### config.mk
export PLATFORM = sky130hd
export DESIGN_NAME = rrpa_core
export DESIGN_NICKNAME = d
export VERILOG_FILES = /design/src/shared/rrpa_pkg.sv /design/src/verilog/rrpa_core.sv
export VERILOG_INCLUDE_DIRS = /design/src /design/src/shared
export SDC_FILE = /design/constraint.sdc
export NUM_CORES = 1
export LEC_CHECK = 0
export BUFFER_PORTS_ARGS = -buffer_cell sky130_fd_sc_hd__clkbuf_2
export CORE_UTILIZATION = 50
export CTS_CLUSTER_DIAMETER = 120
export DETAILED_ROUTE_END_ITERATION = 8
export PLACE_DENSITY = 0.67
export SYNTH_ARGS = -nofsm -noshare
export SYNTH_HDL_FRONTEND = slang
export SYNTH_SLANG_ARGS = --single-unit
### constraint.sdc
create_clock -name clk_sys -period 6.5 [get_ports clk_sys]
set_clock_uncertainty 0.15 [all_clocks]
set_input_delay 1.3 -clock clk_sys [delete_from_list [all_inputs] [get_ports clk_sys]]
set_output_delay 1.3 -clock clk_sys [all_outputs]
set_load 0.005 [all_outputs]
### src/shared/rrpa_cfg.svh
`ifndef RRPA_CFG_SVH
`define RRPA_CFG_SVH

// Timing: clock period and the unit time of the seconds counter
`define RRPA_CLK_NS 4
`define RRPA_MS_NS 1000000
`define RRPA_FAULT_CONFIRM_MS 2
`define RRPA_TIME_WRAP 16'hea5f

// Accepted write ranges and read-back rate codes
`define RRPA_PW_MIN 16'h0001
`define RRPA_PW_MAX 16'h03e7
`define RRPA_ADDR_MIN 16'h0001
`define RRPA_ADDR_MAX 16'h00fe
`define RRPA_RATE_W_LO 16'h0030
`define RRPA_RATE_W_HI 16'h0060
`define RRPA_RATE_R_LO 16'h12c0
`define RRPA_RATE_R_HI 16'h2580
`define RRPA_FORMAT_CMD 16'h0002

// Reset and factory values
`define RRPA_PW_RST 10'h001
`define RRPA_ADDR_RST 8'h01
`define RRPA_RATE_RST 1'b1
`define RRPA_OC_MASK_RST 8'hff
`define RRPA_EF_MASK_RST 8'hff
`define RRPA_OUT_MASK_RST 10'h3ff

// Event mask widths of the overcurrent and earth fault channels
`define RRPA_OC_BITS 8
`define RRPA_EF_BITS 8

// Internal fault codes
`define RRPA_FC_NONE 8'h00
`define RRPA_FC_TRIP 8'h04
`define RRPA_FC_ROM 8'h1e
`define RRPA_FC_RAM 8'h32
`define RRPA_FC_EE1 8'h33
`define RRPA_FC_EE2 8'h34
`define RRPA_FC_EE12 8'h35
`define RRPA_FC_EEDIFF 8'h36
`define RRPA_FC_EEKEY 8'h38
`define RRPA_FC_LO1 8'hc3
`define RRPA_FC_LO5 8'h83
`define RRPA_FC_LO25 8'h43
`define RRPA_FC_HI1 8'hcb
`define RRPA_FC_HI5 8'h8b
`define RRPA_FC_HI25 8'h4b
`define RRPA_FC_FILT 8'hfc
`define RRPA_FC_ADC 8'hfd

`endif

### src/shared/rrpa_pkg.sv
package rrpa_pkg;

    // Parameter selected by a remote request
    typedef enum logic [3:0] {
        P_BANK = 4'b0000,
        P_MASK_OC = 4'b0001,
        P_MASK_EF = 4'b0010,
        P_MASK_OUT = 4'b0011,
        P_PW_OPEN = 4'b0100,
        P_PW_CHANGE = 4'b0101,
        P_SV_TEST = 4'b0110,
        P_FORMAT = 4'b0111,
        P_FAULT_CODE = 4'b1000,
        P_LINK_ADDR = 4'b1001,
        P_LINK_RATE = 4'b1010,
        P_EV_READ = 4'b1011,
        P_EV_REREAD = 4'b1100,
        P_STATUS = 4'b1101,
        P_TIME = 4'b1110,
        P_SETTING = 4'b1111
    } rrpa_param_t;

    typedef struct packed {
        logic valid;
        logic write;
        rrpa_param_t param;
        logic [3:0] index;
        logic [15:0] data;
    } rrpa_req_t;

    typedef struct packed {
        logic [15:0] stamp;
        logic [1:0] channel;
        logic [3:0] code;
    } rrpa_event_t;

    typedef struct packed {
        logic valid;
        logic refused;
        logic empty;
        logic [15:0] data;
        rrpa_event_t event_data;
    } rrpa_rsp_t;

    // Self-test findings, one flag per fault type
    typedef struct packed {
        logic trip_path;
        logic rom;
        logic ram;
        logic ee_blk1;
        logic ee_blk2;
        logic ee_diff;
        logic ee_key;
        logic [2:0] ref_low;
        logic [2:0] ref_high;
        logic filter;
        logic adc_stall;
    } rrpa_fault_t;

endpackage

### src/verilog/rrpa_core.sv
`timescale 1ns/1ns
`include "rrpa_cfg.svh"

module rrpa_core #(
    parameter int MS_CYCLES = `RRPA_MS_NS / `RRPA_CLK_NS,
    parameter int EV_DEPTH = 16,
    parameter int NSET = 16,
    parameter logic [NSET*16-1:0] SET_MIN = '0,
    parameter logic [NSET*16-1:0] SET_MAX = {NSET{16'h270f}},
    parameter logic [NSET*16-1:0] SET_DEF = '0
) (
    input wire logic clk_sys,
    input wire logic rst,
    input wire rrpa_pkg::rrpa_req_t req,
    output rrpa_pkg::rrpa_rsp_t rsp,
    input wire logic ev_valid,
    input wire logic [1:0] ev_channel,
    input wire logic [3:0] ev_code,
    input wire logic loc_wr,
    input wire logic [3:0] loc_index,
    input wire logic [15:0] loc_data,
    output logic loc_ack,
    output logic loc_refused,
    input wire logic [3:0] set_rd_index,
    output logic [15:0] set_rd_data,
    input wire rrpa_pkg::rrpa_fault_t fault_pin,
    input wire logic auto_reset_pin,
    output logic settings_bank_select,
    output logic [7:0] overcurrent_event_mask,
    output logic [7:0] earth_fault_event_mask,
    output logic [9:0] output_signal_event_mask,
    output logic [7:0] link_node_address,
    output logic link_rate,
    output logic supervision_out,
    output logic internal_fault_led,
    output logic format_pulse,
    output logic access_open
);

    localparam int EVW = $clog2(EV_DEPTH);
    logic [9:0] pw_r;
    logic open_r, sv_test_r, fault_hit_r, ms_tick;
    logic [15:0] time_r, d;
    logic [31:0] ms_cnt_r;
    logic stat_auto_r, stat_ovf_r;
    logic [7:0] fault_code_r, fault_code_nxt;
    logic [3:0] confirm_r;
    rrpa_pkg::rrpa_fault_t fault_s1_r, fault_s2_r;
    logic auto_s1_r, auto_s2_r;
    logic [15:0] set_r [NSET];
    rrpa_pkg::rrpa_event_t ev_mem [EV_DEPTH];
    logic [EVW-1:0] ev_wr_r, ev_rd_r;
    logic [EVW:0] ev_cnt_r;
    rrpa_pkg::rrpa_event_t ev_last_r;
    logic ev_enabled, ev_push, ev_pop, ev_full;
    logic wr, rd, do_format, rset_ok, lset_ok;

    // Remote request decode helpers
    assign wr = req.valid && req.write;
    assign rd = req.valid && !req.write;
    assign d = req.data;
    assign do_format = wr && req.param == rrpa_pkg::P_FORMAT && open_r
        && d == `RRPA_FORMAT_CMD;
    assign rset_ok = wr && req.param == rrpa_pkg::P_SETTING && open_r
        && d >= SET_MIN[req.index*16 +: 16] && d <= SET_MAX[req.index*16 +: 16];
    assign lset_ok = loc_wr && loc_data >= SET_MIN[loc_index*16 +: 16]
        && loc_data <= SET_MAX[loc_index*16 +: 16];

    // Pins from the self-test hardware are asynchronous
    always_ff @(posedge clk_sys) begin
        if (rst) begin
            fault_s1_r <= '0;
            fault_s2_r <= '0;
            auto_s1_r <= 1'b0;
            auto_s2_r <= 1'b0;
        end else begin
            fault_s1_r <= fault_pin;
            fault_s2_r <= fault_s1_r;
            auto_s1_r <= auto_reset_pin;
            auto_s2_r <= auto_s1_r;
        end
    end

    // Millisecond enable from the system clock
    always_ff @(posedge clk_sys) begin
        if (rst) begin
            ms_cnt_r <= '0;
        end else if (ms_cnt_r == 32'(MS_CYCLES - 1)) begin
            ms_cnt_r <= '0;
        end else begin
            ms_cnt_r <= ms_cnt_r + 32'd1;
        end
    end
    assign ms_tick = ms_cnt_r == 32'(MS_CYCLES - 1);

    // Seconds counter in ms; a remote set wins over the tick
    always_ff @(posedge clk_sys) begin
        if (rst) begin
            time_r <= '0;
        end else if (wr && req.param == rrpa_pkg::P_TIME) begin
            if (d <= `RRPA_TIME_WRAP) begin
                time_r <= d;
            end
        end else if (ms_tick) begin
            time_r <= (time_r == `RRPA_TIME_WRAP) ? 16'h0000 : time_r + 16'h0001;
        end
    end

    // Fault code priority: worst memory faults first
    always_comb begin
        fault_code_nxt = `RRPA_FC_NONE;
        if (fault_s2_r.rom) begin
            fault_code_nxt = `RRPA_FC_ROM;
        end else if (fault_s2_r.ram) begin
            fault_code_nxt = `RRPA_FC_RAM;
        end else if (fault_s2_r.ee_key) begin
            fault_code_nxt = `RRPA_FC_EEKEY;
        end else if (fault_s2_r.ee_blk1 && fault_s2_r.ee_blk2 && fault_s2_r.ee_diff) begin
            fault_code_nxt = `RRPA_FC_EEDIFF;
        end else if (fault_s2_r.ee_blk1 && fault_s2_r.ee_blk2) begin
            fault_code_nxt = `RRPA_FC_EE12;
        end else if (fault_s2_r.ee_blk2) begin
            fault_code_nxt = `RRPA_FC_EE2;
        end else if (fault_s2_r.ee_blk1) begin
            fault_code_nxt = `RRPA_FC_EE1;
        end else if (fault_s2_r.trip_path) begin
            fault_code_nxt = `RRPA_FC_TRIP;
        end else if (fault_s2_r.ref_low[0]) begin
            fault_code_nxt = `RRPA_FC_LO1;
        end else if (fault_s2_r.ref_low[1]) begin
            fault_code_nxt = `RRPA_FC_LO5;
        end else if (fault_s2_r.ref_low[2]) begin
            fault_code_nxt = `RRPA_FC_LO25;
        end else if (fault_s2_r.ref_high[0]) begin
            fault_code_nxt = `RRPA_FC_HI1;
        end else if (fault_s2_r.ref_high[1]) begin
            fault_code_nxt = `RRPA_FC_HI5;
        end else if (fault_s2_r.ref_high[2]) begin
            fault_code_nxt = `RRPA_FC_HI25;
        end else if (fault_s2_r.filter) begin
            fault_code_nxt = `RRPA_FC_FILT;
        end else if (fault_s2_r.adc_stall) begin
            fault_code_nxt = `RRPA_FC_ADC;
        end
    end

    // A fault must persist before it counts as permanent; then it latches
    always_ff @(posedge clk_sys) begin
        if (rst) begin
            confirm_r <= '0;
            fault_hit_r <= 1'b0;
            fault_code_r <= `RRPA_FC_NONE;
        end else if (!fault_hit_r) begin
            if (fault_code_nxt == `RRPA_FC_NONE) begin
                confirm_r <= '0;
            end else if (ms_tick) begin
                if (confirm_r == 4'(`RRPA_FAULT_CONFIRM_MS - 1)) begin
                    fault_hit_r <= 1'b1;
                    fault_code_r <= fault_code_nxt;
                end else begin
                    confirm_r <= confirm_r + 4'd1;
                end
            end
        end
    end

    // Supervision output and fault LED, by test or by fault
    always_ff @(posedge clk_sys) begin
        if (rst) begin
            sv_test_r <= 1'b0;
            supervision_out <= 1'b0;
            internal_fault_led <= 1'b0;
        end else begin
            if (wr && req.param == rrpa_pkg::P_SV_TEST && d <= 16'h0001) begin
                sv_test_r <= d[0];
            end
            supervision_out <= sv_test_r || fault_hit_r;
            internal_fault_led <= sv_test_r || fault_hit_r;
        end
    end

    // Password: open on a match, change or close only while open
    always_ff @(posedge clk_sys) begin
        if (rst) begin
            pw_r <= `RRPA_PW_RST;
            open_r <= 1'b0;
        end else if (do_format) begin
            pw_r <= `RRPA_PW_RST;
            open_r <= 1'b0;
        end else if (wr && req.param == rrpa_pkg::P_PW_OPEN) begin
            if (d >= `RRPA_PW_MIN && d <= `RRPA_PW_MAX && d[9:0] == pw_r) begin
                open_r <= 1'b1;
            end
        end else if (wr && req.param == rrpa_pkg::P_PW_CHANGE && open_r
            && d <= `RRPA_PW_MAX) begin
            if (d == 16'h0000) begin
                open_r <= 1'b0;
            end else begin
                pw_r <= d[9:0];
            end
        end
    end
    assign access_open = open_r;

    // Plain configuration parameters; format restores factory values
    always_ff @(posedge clk_sys) begin
        if (rst || do_format) begin
            settings_bank_select <= 1'b0;
            overcurrent_event_mask <= `RRPA_OC_MASK_RST;
            earth_fault_event_mask <= `RRPA_EF_MASK_RST;
            output_signal_event_mask <= `RRPA_OUT_MASK_RST;
            link_node_address <= `RRPA_ADDR_RST;
            link_rate <= `RRPA_RATE_RST;
        end else if (wr) begin
            if (req.param == rrpa_pkg::P_BANK && d <= 16'h0001) begin
                settings_bank_select <= d[0];
            end
            if (req.param == rrpa_pkg::P_MASK_OC && d <= 16'h00ff) begin
                overcurrent_event_mask <= d[7:0];
            end
            if (req.param == rrpa_pkg::P_MASK_EF && d <= 16'h00ff) begin
                earth_fault_event_mask <= d[7:0];
            end
            if (req.param == rrpa_pkg::P_MASK_OUT && d <= 16'h03ff) begin
                output_signal_event_mask <= d[9:0];
            end
            if (req.param == rrpa_pkg::P_LINK_ADDR && d >= `RRPA_ADDR_MIN
                && d <= `RRPA_ADDR_MAX) begin
                link_node_address <= d[7:0];
            end
            if (req.param == rrpa_pkg::P_LINK_RATE
                && (d == `RRPA_RATE_W_LO || d == `RRPA_RATE_W_HI)) begin
                link_rate <= d == `RRPA_RATE_W_HI;
            end
        end
    end

    // Setting table; remote write wins a same-cycle clash on one entry
    for (genvar i = 0; i < NSET; i++) begin : g_set
        always_ff @(posedge clk_sys) begin
            if (rst || do_format) begin
                set_r[i] <= SET_DEF[i*16 +: 16];
            end else if (rset_ok && req.index == 4'(i)) begin
                set_r[i] <= d;
            end else if (lset_ok && loc_index == 4'(i)
                && !(rset_ok && req.index == loc_index)) begin
                set_r[i] <= loc_data;
            end
        end
    end

    // Local write answer and setting read port
    always_ff @(posedge clk_sys) begin
        if (rst) begin
            loc_ack <= 1'b0;
            loc_refused <= 1'b0;
            set_rd_data <= '0;
        end else begin
            loc_ack <= loc_wr;
            loc_refused <= loc_wr && !(lset_ok && !(rset_ok && req.index == loc_index));
            set_rd_data <= set_r[set_rd_index];
        end
    end

    // Event filter by channel mask
    always_comb begin
        ev_enabled = 1'b0;
        case (ev_channel)
            2'b00: ev_enabled = ev_code < 4'(`RRPA_OC_BITS)
                && overcurrent_event_mask[ev_code[2:0]];
            2'b01: ev_enabled = ev_code < 4'(`RRPA_EF_BITS)
                && earth_fault_event_mask[ev_code[2:0]];
            2'b10: ev_enabled = ev_code <= 4'd9 && output_signal_event_mask[ev_code];
            default: ev_enabled = 1'b0;
        endcase
    end
    assign ev_full = ev_cnt_r == (EVW+1)'(EV_DEPTH);
    assign ev_pop = rd && req.param == rrpa_pkg::P_EV_READ && ev_cnt_r != '0;
    assign ev_push = ev_valid && ev_enabled && (!ev_full || ev_pop);

    // Event register: oldest first, each entry leaves once
    always_ff @(posedge clk_sys) begin
        if (rst) begin
            ev_wr_r <= '0;
            ev_rd_r <= '0;
            ev_cnt_r <= '0;
            ev_last_r <= '0;
        end else begin
            if (ev_push) begin
                ev_mem[ev_wr_r] <= '{stamp: time_r, channel: ev_channel, code: ev_code};
                ev_wr_r <= (ev_wr_r == EVW'(EV_DEPTH - 1)) ? '0 : ev_wr_r + 1'b1;
            end
            if (ev_pop) begin
                ev_last_r <= ev_mem[ev_rd_r];
                ev_rd_r <= (ev_rd_r == EVW'(EV_DEPTH - 1)) ? '0 : ev_rd_r + 1'b1;
            end
            ev_cnt_r <= ev_cnt_r + (EVW+1)'(ev_push) - (EVW+1)'(ev_pop);
        end
    end

    // Status flags; a new condition beats a same-cycle clear
    always_ff @(posedge clk_sys) begin
        if (rst) begin
            stat_auto_r <= 1'b0;
            stat_ovf_r <= 1'b0;
        end else begin
            if (wr && req.param == rrpa_pkg::P_STATUS && d == 16'h0000) begin
                stat_auto_r <= 1'b0;
                stat_ovf_r <= 1'b0;
            end
            if (auto_s2_r) begin
                stat_auto_r <= 1'b1;
            end
            if (ev_valid && ev_enabled && ev_full && !ev_pop) begin
                stat_ovf_r <= 1'b1;
            end
        end
    end

    // One answer per request, the cycle after it is taken
    always_ff @(posedge clk_sys) begin
        if (rst) begin
            rsp <= '0;
            format_pulse <= 1'b0;
        end else begin
            format_pulse <= do_format;
            rsp <= '0;
            rsp.valid <= req.valid;
            if (rd) begin
                case (req.param)
                    rrpa_pkg::P_BANK: rsp.data <= {15'h0000, settings_bank_select};
                    rrpa_pkg::P_MASK_OC: rsp.data <= {8'h00, overcurrent_event_mask};
                    rrpa_pkg::P_MASK_EF: rsp.data <= {8'h00, earth_fault_event_mask};
                    rrpa_pkg::P_MASK_OUT: rsp.data <= {6'h00, output_signal_event_mask};
                    rrpa_pkg::P_FAULT_CODE: rsp.data <= {8'h00, fault_code_r};
                    rrpa_pkg::P_LINK_ADDR: rsp.data <= {8'h00, link_node_address};
                    rrpa_pkg::P_LINK_RATE: begin
                        rsp.data <= link_rate ? `RRPA_RATE_R_HI : `RRPA_RATE_R_LO;
                    end
                    rrpa_pkg::P_EV_READ: begin
                        rsp.empty <= ev_cnt_r == '0;
                        rsp.event_data <= ev_pop ? ev_mem[ev_rd_r] : '0;
                    end
                    rrpa_pkg::P_EV_REREAD: rsp.event_data <= ev_last_r;
                    rrpa_pkg::P_STATUS: rsp.data <= {14'h0, stat_ovf_r, stat_auto_r};
                    rrpa_pkg::P_TIME: rsp.data <= time_r;
                    rrpa_pkg::P_SETTING: rsp.data <= set_r[req.index];
                    default: rsp.refused <= 1'b1;
                endcase
            end else if (wr) begin
                case (req.param)
                    rrpa_pkg::P_BANK: rsp.refused <= d > 16'h0001;
                    rrpa_pkg::P_MASK_OC, rrpa_pkg::P_MASK_EF: rsp.refused <= d > 16'h00ff;
                    rrpa_pkg::P_MASK_OUT: rsp.refused <= d > 16'h03ff;
                    rrpa_pkg::P_PW_OPEN: begin
                        rsp.refused <= !(d >= `RRPA_PW_MIN && d <= `RRPA_PW_MAX
                            && d[9:0] == pw_r);
                    end
                    rrpa_pkg::P_PW_CHANGE: rsp.refused <= !open_r || d > `RRPA_PW_MAX;
                    rrpa_pkg::P_SV_TEST: rsp.refused <= d > 16'h0001;
                    rrpa_pkg::P_FORMAT: rsp.refused <= !do_format;
                    rrpa_pkg::P_LINK_ADDR: begin
                        rsp.refused <= d < `RRPA_ADDR_MIN || d > `RRPA_ADDR_MAX;
                    end
                    rrpa_pkg::P_LINK_RATE: begin
                        rsp.refused <= !(d == `RRPA_RATE_W_LO || d == `RRPA_RATE_W_HI);
                    end
                    rrpa_pkg::P_STATUS: rsp.refused <= d != 16'h0000;
                    rrpa_pkg::P_TIME: rsp.refused <= d > `RRPA_TIME_WRAP;
                    rrpa_pkg::P_SETTING: rsp.refused <= !rset_ok;
                    default: rsp.refused <= 1'b1;
                endcase
            end
        end
    end
endmodule

==> metrics.md <==
| Metric | Value |
|---|---|
| Run status | `completed` |
| MaxCap Viol Count | `0` |
| Root Buffer | `clkbuf_16` |
| Worst setup path start | `req[4]` |
| First-pass GRT wire length | `~170 mm` |
| Core area | `approximately 0.076 sq mm` |
| Final setup viols | `0` |
| Fin Hold WS | `about 0.29 ns` |
| DRT iter0 DRCs | `3500` |
| Initial antenna violation count | `4` |
| Post-CTS setup buffers | `0` |
| RSZ-0062 raised after global routing | `false` |
| Setup crit end kind | `register` |
| Worst Path Arrival | `around 5.2 ns` |
| Rows | `between 100 and 150` |
| Synth Warn # | `0` |
| Pwr Density | `around 280 mW/mm^2` |
| Number of fillers in the final layout | `6075` |
| Clock tree buffer depth | `3` |
| WL/cell | `~28 microns` |
| Vias in the first global route | `25938` |
| Fmax | `approximately 200 MHz` |
| Hold_sp | `fault_s1_r[9]$_SDFF_PP0_` |
| Crit Path Class | `input pin to register` |
| Top FF cell, synth | `edfxtp_1` |
| Drt total wl | `around 110 mm` |
| DR DRC count | `0` |
| Slew Limit Headroom | `0.219` |
| Final Critical Period | `about 5.0 ns` |
| Detail Placement HPWL | `approximately 77 mm` |
| Total CTS buffers | `89` |
| Die footprint | `~0.078 sq mm` |
| Routed vias/inst | `around 6.5` |
| Final hold vios | `0` |
| Sequential share of the synthesized area | `0.600` |
| Synth cell types | `roughly 80` |
| Starting Density | `0.507` |
| Required time worst endpoint | `about 6.7 ns` |
| Slew @ Worst Pin | `roughly 1.2 ns` |
| Worst hold path type | `register to register` |
| Synth area leader | `edfxtp_1` |
| All-Layer GR Usage | `0.291` |
| R2r startpoint | `access_open$_SDFFE_PP0P_` |
| Worst-skew pair later-pin latency | `roughly 0.66 ns` |
| Share of post-route cells with drive strength above 1 | `0.238` |
| Largest net degree at the start of global routing | `91` |
| #FFs+latches synth | `about 850` |
| Synthesized area | `between 0.03 and 0.04 sq mm` |
| Final ANT Viol Nets | `0` |
| Setup tns final | `0 ns` |
| Async SR Flop Fraction | `0` |
| # IOs | `about 180` |
| 1st-pass router iterations | `6` |
| DR vias | `approximately 26000` |
| Clk slew on worst S/H paths | `0.06 ns` |
| CTS tree | `done` |
| Synth Instances | `~2800` |
| GP Congestion | `roughly 0.94` |
| Die height | `280 microns` |
| Synth top area share | `0.473` |
| Syn-to-layout area delta | `13.1%` |
| Startpoint Class | `input pin` |
| Grt ovf | `0` |
| Syn_area_per_cell | `approximately 14 sq um` |
| Static Leak | `14.1 nW` |
| Hold_buf cts | `0` |
| CTS Sinks | `about 850` |
| Port Buffer Count | `174` |
| Post-cts resize count | `0` |
| EDFF count, synth | `608` |
| Period utilization | `0.765` |
| Highest net fanout along the worst path | `16` |
| Nets | `about 3000` |
| Final slew viol count | `0` |
| Peak supply drop | `236 uV` |
| Top post-synthesis cells by area | `edfxtp_1, mux4_2, dfxtp_1, o22ai_1, nand2_1` |
| Die W | `280 microns` |
| Htree depth | `3` |
==> sequential cells by signal, summed over array words and instances, names as in the netlist, 4 cells and up, named ones only <==
name and count:
confirm_r 4, earth_fault_event_mask 8, ev_cnt_r 5, ev_last_r 22
ev_mem 352, ev_rd_r 4, ev_wr_r 4, fault_code_r 8
fault_s1_r 15, fault_s2_r 15, link_node_address 8, ms_cnt_r 32
output_signal_event_mask 10, overcurrent_event_mask 8, pw_r 10, rsp 41
set_r 256, set_rd_data 16, time_r 16
==> logic make-up (layout without fill, tap and decap cells) <==
kind of cell | count (synthesis) | count (layout) | synth area share
AOI/OAI and AO/OA | 488 | 488 | 0.0853
xor gates and xnor gates | 45 | 45 | 0.0102
adders and majority gates | 16 | 16 | 0.00539
buffers and inverters | 242 | 444 | 0.0257
DFF | 851 | 851 | 0.600
muxes | 346 | 346 | 0.173
other | 1 | 35 | 0.0000972
and+or+nand+nor | 788 | 788 | 0.100
==> power by group <==
| part | switching (mW) | internal, mW |
|---|---|---|
| logic | 0.518 | 0.330 |
| registers | 0.0902 | 5.92 |
| clock network | 2.17 | 2.98 |
| total | 2.78 | 9.23 |
==> cell usage after synthesis (all sizes together), types with 23 or more instances <==
library cell and n:
a32oi 31, xor2 23, nand2 277, a21oi 97, nor3 44, nor2 186
mux2i 67, nand3 58, and2 25, inv 30, nor2b 59, mux4 255
clkbuf 133, o21ai 36, o211ai 37, a32o 24, buf 78, o22ai 166
dfxtp 243, edfxtp 608, mux2 24
==> area by class of cell <==
class | count | area [sq um] | area share
Timing Repair Buffer | 248 | 1440 | 0.0330
Tap cell | 1030 | 1290 | 0.0295
Sequential cell | 851 | 23100 | 0.530
Clock inverter | 38 | 433 | 0.00992
Inverter | 31 | 116 | 0.00267
Clock buffer | 127 | 2530 | 0.0580
Multi-Input combinational cell | 1715 | 14700 | 0.336
Antenna cell | 3 | 7.51 | 0.000172
==> worst max-delay path, stage by stage <==
cell	delay [ns]
clkbuf_2	0.39
nor4_4	0.57
nor4_4	0.14
nor4_2	0.76
nand2_1	0.64
o21ai_1	1.08
o22ai_1	0.25
==> placed cells by master (no fill, tap or decap), drive strengths merged, types with 8 or more instances in the layout <==
cell type,count
a21oi,97
clkinv,27
nand3,58
conb,32
and3,16
buf,78
or3,22
xnor2,22
o22ai,166
edfxtp,608
a22oi,10
mux2,24
nor2,186
o21ai,36
or2,8
nor2b,59
a22o,9
and2,25
a31oi,13
inv,34
dfxtp,243
mux4,255
nand2,277
a32o,24
a211oi,10
ha,15
a32oi,31
clkbuf,297
nor3,44
mux2i,67
nand4,19
o211ai,37
nand2b,17
xor2,23
nor4,20
==> metal layers <==
| layer | track usage | up-vias | share of wire |
|---|---|---|---|
| met2 | 0.448 | 1528 | 0.46 |
| li1 | - | 11258 | - |
| met3 | 0.0595 | 264 | 0.099 |
| met4 | 0.127 | 4 | 0.045 |
| met1 | 0.403 | 13376 | 0.39 |
| met5 | 0 | - | 0.00024 |
==> through the flow <==
| step | area, sq um | power, mW | setup WS (ns) | util | std cells |
|---|---|---|---|---|---|
| global placement | 40700 | 6.93 | 1.17 | 0.534 | 3875 |
| finish | 43600 | 12.0 | 1.53 | 0.573 | 4043 |
| CTS | 43600 | 12.1 | 1.74 | 0.573 | 4040 |
| floorplan | 38700 | 6.61 | 1.08 | - | 2808 |
| global route | 43600 | 12.3 | 1.44 | 0.573 | 4042 |
| detailed placement | 40700 | 6.96 | 1.04 | 0.534 | 3875 |
==> worst paths after layout <==
path / endpoint / slack [ns] / depth (start not counted)
worst max-delay path: set_r[10][2]$_DFFE_PP_ / 1.53 / 7
worst min-delay path: fault_s2_r[9]$_SDFF_PP0_ / 0.29 / 1
worst max register to register: set_r[10][2]$_DFFE_PP_ / 2.36 / 5
worst min register to register: fault_s2_r[9]$_SDFF_PP0_ / 0.29 / 1
Note: power is estimated with default switching activity, not from simulation.
